<file path="config.mk">
export PLATFORM = sky130hd
export DESIGN_NAME = cenc_core
export DESIGN_NICKNAME = d
export VERILOG_FILES = /design/src/verilog/cenc_pkg.sv /design/src/verilog/cenc_core.sv
export SDC_FILE = /design/constraint.sdc
export NUM_CORES = 1
export LEC_CHECK = 0
export BUFFER_PORTS_ARGS = -buffer_cell sky130_fd_sc_hd__buf_2
export CAP_MARGIN = 25
export CORE_ASPECT_RATIO = 0.75
export CORE_MARGIN = 8
export CORE_UTILIZATION = 25
export DETAILED_ROUTE_END_ITERATION = 10
export GPL_TIMING_DRIVEN = 0
export SETUP_SLACK_MARGIN = 0.5
export SLEW_MARGIN = 20
export SYNTH_ARGS = -nofsm -noshare
export SYNTH_HDL_FRONTEND = slang
export SYNTH_SLANG_ARGS = --single-unit
</file>
<file path="constraint.sdc">
create_clock -name i_mclk -period 14.8 [get_ports i_mclk]
set_clock_uncertainty 0.15 [all_clocks]
set_input_delay 3.7 -clock i_mclk [delete_from_list [all_inputs] [get_ports i_mclk]]
set_output_delay 3.7 -clock i_mclk [all_outputs]
set_load 0.005 [all_outputs]
</file>
<file path="src/verilog/cenc_pkg.sv">
package cenc_pkg;
  // Request sources, the upper four arrive from pins
  localparam int NSRC = 8;
  localparam logic [7:0] EXT_SRC = 8'hf0;
  // Status word
  localparam logic [31:0] PSW_RST = 32'h0000_0020;
  localparam int PSW_ID = 5;
  localparam int PSW_EP = 6;
  localparam int PSW_NP = 7;
  // Bad opcode pattern
  localparam logic [5:0] ILG_SUBOP = 6'h3f;
  localparam logic [3:0] ILG_MIN = 4'h3;
  // Cause codes and handler addresses
  localparam logic [15:0] CODE_ILG = 16'h0060;
  localparam logic [15:0] CODE_NMI = 16'h0010;
  localparam logic [15:0] CODE_TRAP = 16'h0040;
  localparam logic [15:0] CODE_IRQ = 16'h0080;
  localparam logic [31:0] VEC_ILG = 32'h0000_0060;
  localparam logic [31:0] VEC_TRAP_LO = 32'h0000_0040;
  localparam logic [31:0] VEC_TRAP_HI = 32'h0000_0050;
  localparam logic [31:0] VEC_NMI = 32'h0000_0010;
  localparam logic [31:0] VEC_IRQ = 32'h0000_0080;
  // System register numbers
  localparam logic [4:0] SR_SAVED_RETURN_PC = 5'h00;
  localparam logic [4:0] SR_SAVED_RETURN_STATUS = 5'h01;
  localparam logic [4:0] SR_PSW = 5'h05;
  // Request control register: mask bit and priority field
  localparam logic [7:0] ICR_RST = 8'h47;
  localparam int ICR_MK = 6;
  localparam logic [3:0] LVL_NONE = 4'h8;
  // Determination period
  localparam int CLK_NS = 100;
  localparam int DET_NS = 700;
  localparam logic [3:0] DET_CYC = 4'((DET_NS + CLK_NS - 1) / CLK_NS);

  typedef enum logic [2:0]
  {
    ST_IDLE = 3'b001,
    ST_SAVE = 3'b010,
    ST_VECT = 3'b100
  } cenc_state_t;

  typedef enum logic [1:0]
  {
    EV_ILG = 2'h0,
    EV_TRAP = 2'h1,
    EV_NMI = 2'h2,
    EV_IRQ = 2'h3
  } cenc_kind_t;

  typedef struct packed
  {
    cenc_kind_t kind;
    logic [15:0] code;
    logic [31:0] vec;
    logic [2:0] pri;
  } cenc_evt_t;

  typedef struct packed
  {
    logic valid;
    logic [31:0] word;
    logic [31:0] ret_pc;
    logic return_from_trap_instr;
    logic ei;
    logic di;
    logic load_system_reg_instr;
    logic [4:0] sr_id;
    logic [31:0] sr_data;
    logic trap;
    logic [4:0] trap_vec;
  } cenc_instr_t;
endpackage
</file>
<file path="src/verilog/cenc_core.sv">
`timescale 1ns/100ps
module cenc_core
(
  // Clock and reset
  input wire logic i_mclk,
  input wire logic i_reset_n,
  // Pipeline
  input wire cenc_pkg::cenc_instr_t i_instr,
  input wire logic i_nmi_req,
  // Peripheral requests and their control registers
  input wire logic [7:0] i_irq_req,
  input wire logic i_icr_wr,
  input wire logic [2:0] i_icr_idx,
  input wire logic [7:0] i_icr_data,
  // Redirect to pipeline
  output logic o_redirect,
  output logic [31:0] o_redirect_pc,
  output logic o_irq_ack,
  output logic [2:0] o_ack_src,
  // System registers
  output logic [31:0] o_psw,
  output logic [31:0] o_saved_return_pc,
  output logic [31:0] o_saved_return_status,
  output logic [31:0] o_ecr,
  output logic [7:0] o_in_service_level_reg,
  output logic [7:0] o_pend
);
  ////////////////////////////////////////////////////////////////////////////
  cenc_pkg::cenc_state_t state_q, state_d;
  cenc_pkg::cenc_evt_t evt_q, evt_d;
  logic [31:0] psw_q, psw_d, saved_return_pc_q, saved_return_pc_d, saved_return_status_q, saved_return_status_d;
  logic [31:0] fepc_q, fepc_d, fepsw_q, fepsw_d, ecr_q, ecr_d;
  logic [31:0] retpc_q, retpc_d, rpc_q, rpc_d;
  logic [7:0] in_service_level_reg_q, in_service_level_reg_d;
  logic redir_q, redir_d, ack_q, ack_d;
  logic [2:0] asrc_q, asrc_d;
  logic [7:0] pend_q, pend_d, ext1_q, ext2_q, req_in, clr;
  logic [7:0] icr_q [cenc_pkg::NSRC];
  logic [7:0] icr_d [cenc_pkg::NSRC];
  logic [7:0] elig;
  logic [3:0] det_q, det_d, cur_lvl;
  logic nosamp_q, nosamp_d, nmi_q, nmi_d;
  logic is_ilg, is_nosamp, cand_ok, take_irq, nmi_take;
  logic [2:0] best_src, best_pri;

  // Pin requests arrive two clocks later than internal ones
  assign req_in = (i_irq_req & ~cenc_pkg::EXT_SRC) |
    (ext2_q & cenc_pkg::EXT_SRC);
  assign is_ilg = i_instr.valid &&
    i_instr.word[10:5] == cenc_pkg::ILG_SUBOP &&
    i_instr.word[26:23] >= cenc_pkg::ILG_MIN;
  assign is_nosamp = i_instr.valid && (i_instr.ei || i_instr.di ||
    (i_instr.load_system_reg_instr && i_instr.sr_id == cenc_pkg::SR_PSW) || i_icr_wr);

  ////////////////////////////////////////////////////////////////////////////
  // Level currently in service; none means any level may enter
  always_comb
  begin
    cur_lvl = cenc_pkg::LVL_NONE;
    for (int i = 7; i >= 0; i--)
    begin
      if (in_service_level_reg_q[i])
      begin
        cur_lvl = 4'(i);
      end
    end
  end

  genvar g;
  generate
    for (g = 0; g < cenc_pkg::NSRC; g++)
    begin : g_elig
      // Only strictly higher levels than the one in service qualify
      assign elig[g] = pend_q[g] && !icr_q[g][cenc_pkg::ICR_MK] &&
        ({1'b0, icr_q[g][2:0]} < cur_lvl);
    end
  endgenerate

  always_comb
  begin
    best_src = 3'h0;
    best_pri = 3'h7;
    cand_ok = 1'b0;
    // Strict compare keeps the lowest source on a tie
    for (int i = 0; i < cenc_pkg::NSRC; i++)
    begin
      if (elig[i] && (!cand_ok || icr_q[i][2:0] < best_pri))
      begin
        cand_ok = 1'b1;
        best_src = 3'(i);
        best_pri = icr_q[i][2:0];
      end
    end
    cand_ok = cand_ok && !psw_q[cenc_pkg::PSW_ID] &&
      !psw_q[cenc_pkg::PSW_NP] && state_q == cenc_pkg::ST_IDLE;
  end

  ////////////////////////////////////////////////////////////////////////////
  // Request pending, determination and sampling window
  always_comb
  begin
    clr = 8'h00;
    if (take_irq)
    begin
      clr[best_src] = 1'b1;
    end
    // A new request in the clearing cycle wins
    pend_d = (pend_q & ~clr) | req_in;
    nmi_d = (nmi_q && !nmi_take) || i_nmi_req;
    // Restarts whenever cand_ok is low, so mask-all too early loses nothing
    det_d = !cand_ok ? 4'h0 :
      (det_q == cenc_pkg::DET_CYC ? det_q : det_q + 4'h1);
    nosamp_d = i_instr.valid ? is_nosamp : nosamp_q;
    for (int i = 0; i < cenc_pkg::NSRC; i++)
    begin
      icr_d[i] = (i_icr_wr && i_icr_idx == 3'(i)) ? i_icr_data : icr_q[i];
    end
  end

  assign take_irq = cand_ok && det_q == cenc_pkg::DET_CYC && !nosamp_q &&
    !is_nosamp && !is_ilg && !(i_instr.valid && i_instr.trap) &&
    !nmi_q && !(i_instr.valid && i_instr.return_from_trap_instr);
  assign nmi_take = nmi_q && !psw_q[cenc_pkg::PSW_NP] && !is_ilg &&
    !(i_instr.valid && i_instr.trap) && state_q == cenc_pkg::ST_IDLE;

  always_ff @(posedge i_mclk or negedge i_reset_n)
  begin
    if (!i_reset_n)
    begin
      pend_q <= 8'h00;
      ext1_q <= 8'h00;
      ext2_q <= 8'h00;
      det_q <= 4'h0;
      nosamp_q <= 1'b0;
      nmi_q <= 1'b0;
      for (int i = 0; i < cenc_pkg::NSRC; i++)
      begin
        icr_q[i] <= cenc_pkg::ICR_RST;
      end
    end
    else
    begin
      pend_q <= pend_d;
      ext1_q <= i_irq_req & cenc_pkg::EXT_SRC;
      ext2_q <= ext1_q;
      det_q <= det_d;
      nosamp_q <= nosamp_d;
      nmi_q <= nmi_d;
      icr_q <= icr_d;
    end
  end

  ////////////////////////////////////////////////////////////////////////////
  // Entry, save, vector and return
  always_comb
  begin
    state_d = state_q;
    evt_d = evt_q;
    psw_d = psw_q;
    saved_return_pc_d = saved_return_pc_q;
    saved_return_status_d = saved_return_status_q;
    fepc_d = fepc_q;
    fepsw_d = fepsw_q;
    ecr_d = ecr_q;
    retpc_d = retpc_q;
    rpc_d = rpc_q;
    in_service_level_reg_d = in_service_level_reg_q;
    redir_d = 1'b0;
    ack_d = 1'b0;
    asrc_d = asrc_q;
    case (state_q)
      cenc_pkg::ST_IDLE:
      begin
        retpc_d = i_instr.ret_pc;
        if (is_ilg)
        begin
          evt_d = '{cenc_pkg::EV_ILG, cenc_pkg::CODE_ILG,
            cenc_pkg::VEC_ILG, 3'h0};
          state_d = cenc_pkg::ST_SAVE;
        end
        else if (i_instr.valid && i_instr.trap)
        begin
          evt_d = '{cenc_pkg::EV_TRAP,
            cenc_pkg::CODE_TRAP + {11'h000, i_instr.trap_vec},
            i_instr.trap_vec[4] ? cenc_pkg::VEC_TRAP_HI :
            cenc_pkg::VEC_TRAP_LO, 3'h0};
          state_d = cenc_pkg::ST_SAVE;
        end
        else if (nmi_take)
        begin
          evt_d = '{cenc_pkg::EV_NMI, cenc_pkg::CODE_NMI,
            cenc_pkg::VEC_NMI, 3'h0};
          state_d = cenc_pkg::ST_SAVE;
        end
        else if (take_irq)
        begin
          evt_d = '{cenc_pkg::EV_IRQ,
            cenc_pkg::CODE_IRQ + {9'h000, best_src, 4'h0},
            cenc_pkg::VEC_IRQ + {25'h0, best_src, 4'h0}, best_pri};
          ack_d = 1'b1;
          asrc_d = best_src;
          state_d = cenc_pkg::ST_SAVE;
        end
        else if (i_instr.valid && i_instr.return_from_trap_instr)
        begin
          redir_d = 1'b1;
          if (psw_q[cenc_pkg::PSW_EP])
          begin
            psw_d = saved_return_status_q;
            rpc_d = saved_return_pc_q;
          end
          else if (psw_q[cenc_pkg::PSW_NP])
          begin
            psw_d = fepsw_q;
            rpc_d = fepc_q;
          end
          else
          begin
            psw_d = saved_return_status_q;
            rpc_d = saved_return_pc_q;
            in_service_level_reg_d = in_service_level_reg_q & (in_service_level_reg_q - 8'h01);
          end
        end
        else if (i_instr.valid && i_instr.ei)
        begin
          psw_d[cenc_pkg::PSW_ID] = 1'b0;
        end
        else if (i_instr.valid && i_instr.di)
        begin
          psw_d[cenc_pkg::PSW_ID] = 1'b1;
        end
        else if (i_instr.valid && i_instr.load_system_reg_instr)
        begin
          // Lets software keep the saved pair across nesting
          case (i_instr.sr_id)
            cenc_pkg::SR_PSW: psw_d = {24'h0, i_instr.sr_data[7:0]};
            cenc_pkg::SR_SAVED_RETURN_PC: saved_return_pc_d = i_instr.sr_data;
            cenc_pkg::SR_SAVED_RETURN_STATUS: saved_return_status_d = {24'h0, i_instr.sr_data[7:0]};
            default: psw_d = psw_q;
          endcase
        end
      end
      cenc_pkg::ST_SAVE:
      begin
        state_d = cenc_pkg::ST_VECT;
        if (evt_q.kind == cenc_pkg::EV_NMI)
        begin
          fepc_d = retpc_q;
          fepsw_d = psw_q;
          ecr_d[31:16] = evt_q.code;
          psw_d[cenc_pkg::PSW_NP] = 1'b1;
          psw_d[cenc_pkg::PSW_ID] = 1'b1;
        end
        else
        begin
          saved_return_pc_d = retpc_q;
          saved_return_status_d = psw_q;
          ecr_d[15:0] = evt_q.code;
          psw_d[cenc_pkg::PSW_ID] = 1'b1;
          if (evt_q.kind == cenc_pkg::EV_IRQ)
          begin
            in_service_level_reg_d[evt_q.pri] = 1'b1;
          end
          else
          begin
            psw_d[cenc_pkg::PSW_EP] = 1'b1;
          end
        end
      end
      cenc_pkg::ST_VECT:
      begin
        redir_d = 1'b1;
        rpc_d = evt_q.vec;
        state_d = cenc_pkg::ST_IDLE;
      end
      default:
      begin
        state_d = cenc_pkg::ST_IDLE;
      end
    endcase
  end

  always_ff @(posedge i_mclk or negedge i_reset_n)
  begin
    if (!i_reset_n)
    begin
      state_q <= cenc_pkg::ST_IDLE;
      evt_q <= '0;
      psw_q <= cenc_pkg::PSW_RST;
      saved_return_pc_q <= 32'h0;
      saved_return_status_q <= 32'h0;
      fepc_q <= 32'h0;
      fepsw_q <= 32'h0;
      ecr_q <= 32'h0;
      retpc_q <= 32'h0;
      rpc_q <= 32'h0;
      in_service_level_reg_q <= 8'h00;
      redir_q <= 1'b0;
      ack_q <= 1'b0;
      asrc_q <= 3'h0;
    end
    else
    begin
      state_q <= state_d;
      evt_q <= evt_d;
      psw_q <= psw_d;
      saved_return_pc_q <= saved_return_pc_d;
      saved_return_status_q <= saved_return_status_d;
      fepc_q <= fepc_d;
      fepsw_q <= fepsw_d;
      ecr_q <= ecr_d;
      retpc_q <= retpc_d;
      rpc_q <= rpc_d;
      in_service_level_reg_q <= in_service_level_reg_d;
      redir_q <= redir_d;
      ack_q <= ack_d;
      asrc_q <= asrc_d;
    end
  end

  assign o_redirect = redir_q;
  assign o_redirect_pc = rpc_q;
  assign o_irq_ack = ack_q;
  assign o_ack_src = asrc_q;
  assign o_psw = psw_q;
  assign o_saved_return_pc = saved_return_pc_q;
  assign o_saved_return_status = saved_return_status_q;
  assign o_ecr = ecr_q;
  assign o_in_service_level_reg = in_service_level_reg_q;
  assign o_pend = pend_q;
endmodule // cenc_core

</file>
Yosys cells after proc, flatten, opt, wreduce, memory -nomap -nowiden

Cells that the tools add are included.

Register bits: 403
Bits in latches: 0
RAM bits: 0
ROM bits: 0
Output and inout bits: 181
Logic and storage cells: 343
Memories: 0

$add $sub $neg: 5
Multiply operators: 0
Div/mod/pow operators: 0
$lt $le $gt $ge: 20
Equality and inequality tests: 43
Shifts and indexed selects: 0
Muxes and demuxes: 118
Bitwise gates (word level): 11
Reduce and logical (&&, ||, !) cells: 111

Operator list:

| cell                                                             | number |
|---|---|
| 32-bit 2-to-1 mux                                                | 32 |
| 53-bit 2-to-1 mux                                                | 4 |
| 32-bit one-hot mux with 2 select lines                           | 3 |
| 8-bit 2-to-1 mux                                                 | 14 |
| 1-bit logical AND                                                | 57 |
| 3-bit 2-to-1 mux                                                 | 18 |
| 26-bit 2-to-1 mux                                                | 2 |
| 4-bit 2-to-1 mux                                                 | 10 |
| 11-bit AND reduction                                             | 3 |
| 3-bit by 4-bit less-than comparator with 1-bit output            | 8 |
| 2-bit != test (second input constant)                            | 16 |
| 1-bit 2-to-1 mux                                                 | 26 |
| 1-bit zero test                                                  | 24 |
| 3-bit less-than comparator                                       | 7 |
| 10-bit AND reduction                                             | 2 |
| 8-bit by 7-bit adder with 9-bit output (first input constant)    | 2 |
| 8-bit AND                                                        | 2 |
| 8-bit bitwise OR                                                 | 2 |
| 8-bit one-hot mux with 2 select lines                            | 1 |
| 3-bit == test (second input constant)                            | 5 |
| 5-bit 2-to-1 mux                                                 | 3 |
| 3-bit one-hot mux with 2 select lines                            | 2 |
| 1-bit logical OR                                                 | 11 |
| 3-bit by 2-bit == test with 1-bit output (second input constant) | 3 |
| 33 further kinds                                                 | 51 |

Logic depth before layout (Yosys ltp)

Word-level depth: 54
Mapped depth: 59

Worst setup path before layout

OpenSTA, ideal clock, no wires.

Path type: reg2reg
From: register in_service_level_reg_q[0] (netlist: o_in_service_level_reg[0])
To: register pend_q[0] (netlist: o_pend[0])
Library setup time: 0.126 ns
Data arrival time: 11.280 ns
Data required time: 14.524 ns
Path slack: 3.243 ns
Cell stages (with the launch flop): 58
Path buffers: 1
Path through: dfrtp_1 -> buf_2 -> nor4_4 -> nand2_1 -> ha_1 -> o21a_1 -> o21ai_1 -> o21ai_2 -> nor2_1 -> ha_1 -> a21o_1 -> o21bai_1 -> nand2_1 -> o22ai_1 -> ha_1 -> nor2b_1 -> a32o_2 -> nor3_2 -> [... 22 more ...] -> a31oi_1 -> inv_1 -> ha_1 -> or2_2 -> a311oi_1 -> o311ai_1 -> o211ai_4 -> o21ba_2 -> a22oi_1 -> ha_1 -> o21ai_0 -> nand2b_1 -> a21oi_1 -> a211oi_1 -> a21oi_1 -> nor3_1 -> nand4_1 -> o32a_1

Word-level cells in the longest chain between the ends: 46

Ends and longest elaborated chain:

| element                                                                                                        | line             | text |
|---|---|---|
| start, declared                                                                                                | cenc_core.sv:34  | `logic [7:0] in_service_level_reg_q, in_service_level_reg_d;` |
| start signal, assigned                                                                                         | cenc_core.sv:314 | `in_service_level_reg_q <= in_service_level_reg_d;` |
| 4-bit 2-to-1 mux (*)                                                                                           | cenc_core.sv:62  | `if (in_service_level_reg_q[i])` |
| parallel branches: the longest is 41 deep, another holds 3-bit by 4-bit less-than comparator with 1-bit output | n/a              |  |
| 8-bit 2-to-1 mux (*)                                                                                           | cenc_core.sv:103 | `if (take_irq)` |
| 8-bit inverter (*)                                                                                             | cenc_core.sv:108 | `pend_d = (pend_q & ~clr) \| req_in;` |
| 8-bit AND (*)                                                                                                  | cenc_core.sv:108 |  |
| 8-bit bitwise OR (*)                                                                                           | cenc_core.sv:108 |  |
| named net pend_d[0]                                                                                            | cenc_core.sv:37  | `logic [7:0] pend_q, pend_d, ext1_q, ext2_q, req_in, clr;` |
| end signal, assigned                                                                                           | cenc_core.sv:143 | `pend_q <= pend_d;` |
| end, declared                                                                                                  | cenc_core.sv:37  |  |

Mark *: on every way through the listed nets, which the timed path passes.
A chain may end at the register's enable or synchronous reset.

Final worst setup path

From: register in_service_level_reg_q[4] (netlist: o_in_service_level_reg[4])
To: register evt_q[40] (netlist bit)

Word-level cells in the longest chain between the ends: 48

Ends and longest elaborated chain:

| element                                                                                                        | line             | text |
|---|---|---|
| 4-bit 2-to-1 mux (*) (5 in series)                                                                             | cenc_core.sv:62  |  |
| parallel branches: the longest is 43 deep, another holds 3-bit by 4-bit less-than comparator with 1-bit output | n/a              |  |
| end signal, assigned                                                                                           | cenc_core.sv:305 | `evt_q <= evt_d;` |
| end, declared                                                                                                  | cenc_core.sv:30  | `cenc_pkg::cenc_evt_t evt_q, evt_d;` |

Every way passes the cells marked *. The select of a mux whose other input is x is not followed.

==> impl_metrics.json <==
{
  "outcome": "finished clean",
  "fin_util_pct": 31.6,
  "whs_path_depth": 0,
  "p_per_area_nw_per_um2": 192,
  "cts.reportedPaths.clkPinSlew_ps": 60,
  "drv_cap": 0,
  "finalHoldViolations": 0,
  "num_rows": 79,
  "grt_first_pass_wirelength_um": 82500,
  "synth_seq_cells": 323,
  "synth.most_common_cell": "nand2_1",
  "coreArea_um2": 61600,
  "reg2reg_depth": 55,
  "post-synth-top-area-cell": "dfrtp_1",
  "clock-sinks": 323,
  "routedWlPerCell_um": 20.7,
  "drt_first_iter_violations": 788,
  "dr.pass1.iters": 5,
  "clk_latency_ps": 560,
  "end_kind": "register",
  "critPathMostFrequentCell": "ha_1",
  "die_h_um": 231,
  "crit_path_top_delay_cell": "a2111oi_1",
  "vdd_drop_max_mv": 0.0661,
  "slowest_delay_ps": 690,
  "drc": 0,
  "worst_pin_slew_ps": 1020,
  "dp.cells": 2587,
  "report.final.slew_viol_count": 0,
  "synth_cells": 1481,
  "r2r_setup_slack_ps": 1220,
  "worst-endpoint-required_ps": 15140,
  "postSynthAreaPerCell_um2": 10.4,
  "synthFlopType": "dfrtp_1",
  "postRouteAntennaNets": 0,
  "die_area_um2": 70100,
  "start_kind": "register",
  "fmax_ghz": 0.0736,
  "nNetsFinal": 1984,
  "arrival_ps": 13920,
  "min_period_over_period_pct": 91.8,
  "setup-tns-final_ps": 0,
  "rsz0062_at_grt": "no",
  "hold_path_class": "register to register",
  "drive_gt1_share_pct": 30.2,
  "antenna_found_initial": 10,
  "synth_cell_type_count": 82,
  "synth_enable_flop_cells": 0,
  "setup_viol": 0,
  "slew_headroom_pct": 30.9,
  "die_w_um": 303,
  "cts_buffers": 38,
  "io-pin-count": 316,
  "fin_cells": 2664,
  "ys_warn_count": 0,
  "vias": 12800,
  "syn2layout_area_growth_pct": 25.9,
  "max-clock-path-buffers": 3,
  "synthTopCellsByCount": "nand2_1, dfrtp_1, o21ai_0",
  "viasPerCell": 4.80,
  "drt_wl_total_um": 55000,
  "layout_min_cycle_time_ps": 13580,
  "syn-cell-area_um2": 15500,
  "place_congestion": 0.888,
  "cts_tree": "yes",
  "grt_pass1_vias": 13100,
  "critical_path_class": "register to register",
  "ys_seq_area_share_pct": 52.6,
  "power_leakage_uw": 0.00888,
  "portBuffers": 273,
  "grt_usage_pct": 15.3,
  "dpl.hpwl_um": 41300,
  "root_buffer": "clkbuf_16",
  "synth_top_area_share_pct": 46.8,
  "grt_max_degree": 86,
  "crit_fanout": 8,
  "grt-ovfl-total": 0,
  "worst_slack_ps": 1220,
  "async_flop_share_pct": 100,
  "h-tree-depth": 2,
  "cts_hold_buf": 0,
  "preCtsSetupSlack_ps": 403,
  "start_util_pct": 25.1,
  "ys_top_cells_by_area": "dfrtp_1, mux2_2, nand2_1"
}
[critical path, delay by kind of cell, from the launching register on]
kind                       cells  cell delay [ps]
AOI/OAI and AO/OA             28             7710
adders and majority gates      8             2150
buffers and inverters          4              390
DFF                            1              490
muxes                          1              150
and+or+nand+nor               14             2460
[power by group]
part | total [µW] | internal [µW] | switching (µW)
sequential | 1360 | 1150 | 205
combinational | 1410 | 540 | 870
clock | 970 | 561 | 408
[cells in the final DEF (no fill, tap or decap), types with 5 or more instances in the layout]
cell type and n:
dfstp_2 34, nor4b_1 5, mux2_2 108, nor2_1 61, or3_1 5, o21ai_2 5
a21o_1 16, buf_4 23, o31ai_1 55, mux2i_1 91, inv_1 20, conb_1 16
buf_2 274, nand3_1 16, nor2b_1 12, o21ai_0 112, a31oi_1 11, dfrtp_1 289
nand2_1 303, clkbuf_16 39, ha_1 27, nand4_1 7, and2_1 11, clkbuf_8 7
nor3_1 7, or2_2 6, clkbuf_1 71, a21oi_1 65, nand2b_1 9, a211o_1 7
a211oi_1 11
[metal layers]
layer	wire (µm)	up-vias	part of all wire, %	track usage, %
met3	4400	71	8.0	4.69
met4	1130	6	2.0	4.02
met2	24300	350	44	23.4
met1	25100	6434	46	20.7
met5	33	-	0.060	0
li1	-	5931	-	-
[layout make-up]
type                       count  area, µm²
buffer                        89        402
clock buffer                  51       1090
fill                        6334      42100
antenna                        4       10.0
inverter                      21       78.8
sequential                   323       8130
timing repair buffer         286       1570
multi-input combinational   1063       6970
clock inverter                17        198
tap                          810       1010
[timing repair]
action | CTS | global route
endpoints found under the setup margin | 6 | 17
buffers inserted | 0 | 5
pin swaps | 0 | 2
resized for setup | 1 | 14
[final timing paths]
check | from | end
setup / recovery | o_in_service_level_reg[4]$_DFFE_PN0P_ | evt_q[40]$_DFFE_PN0P_
hold / removal | ext1_q[7]$_DFF_PN0_ | ext2_q[7]$_DFF_PN0_
setup reg to reg | o_in_service_level_reg[4]$_DFFE_PN0P_ | evt_q[40]$_DFFE_PN0P_
hold reg to reg | ext1_q[7]$_DFF_PN0_ | ext2_q[7]$_DFF_PN0_
max in group asynchronous | i_reset_n | o_psw[19]$_DFFE_PN0P_
min in group asynchronous | i_reset_n | o_redirect_pc[26]$_DFFE_PN0P_
[metrics by stage]
step	hold WS [ps]	area, µm²	total power, µW
finish	193	19500	3740
CTS	196	19400	3770
floorplan	181	15500	2160
global placement	183	17900	2720
detailed placement	186	18100	2770
global route	209	19500	4010
[cells by family after synthesis]
kind of cell / after synthesis / synth area share [%]
and+or+nand+nor: 476 / 13.7
AOI/OAI and AO/OA: 342 / 14.5
DFF: 323 / 52.6
muxes: 200 / 13.9
buffers and inverters: 110 / 3.10
adders and majority gates: 28 / 2.25
other: 1 / 0.0243
xor gates and xnor gates: 1 / 0.0567
No activity file was read; power rests on OpenSTA's default activity.
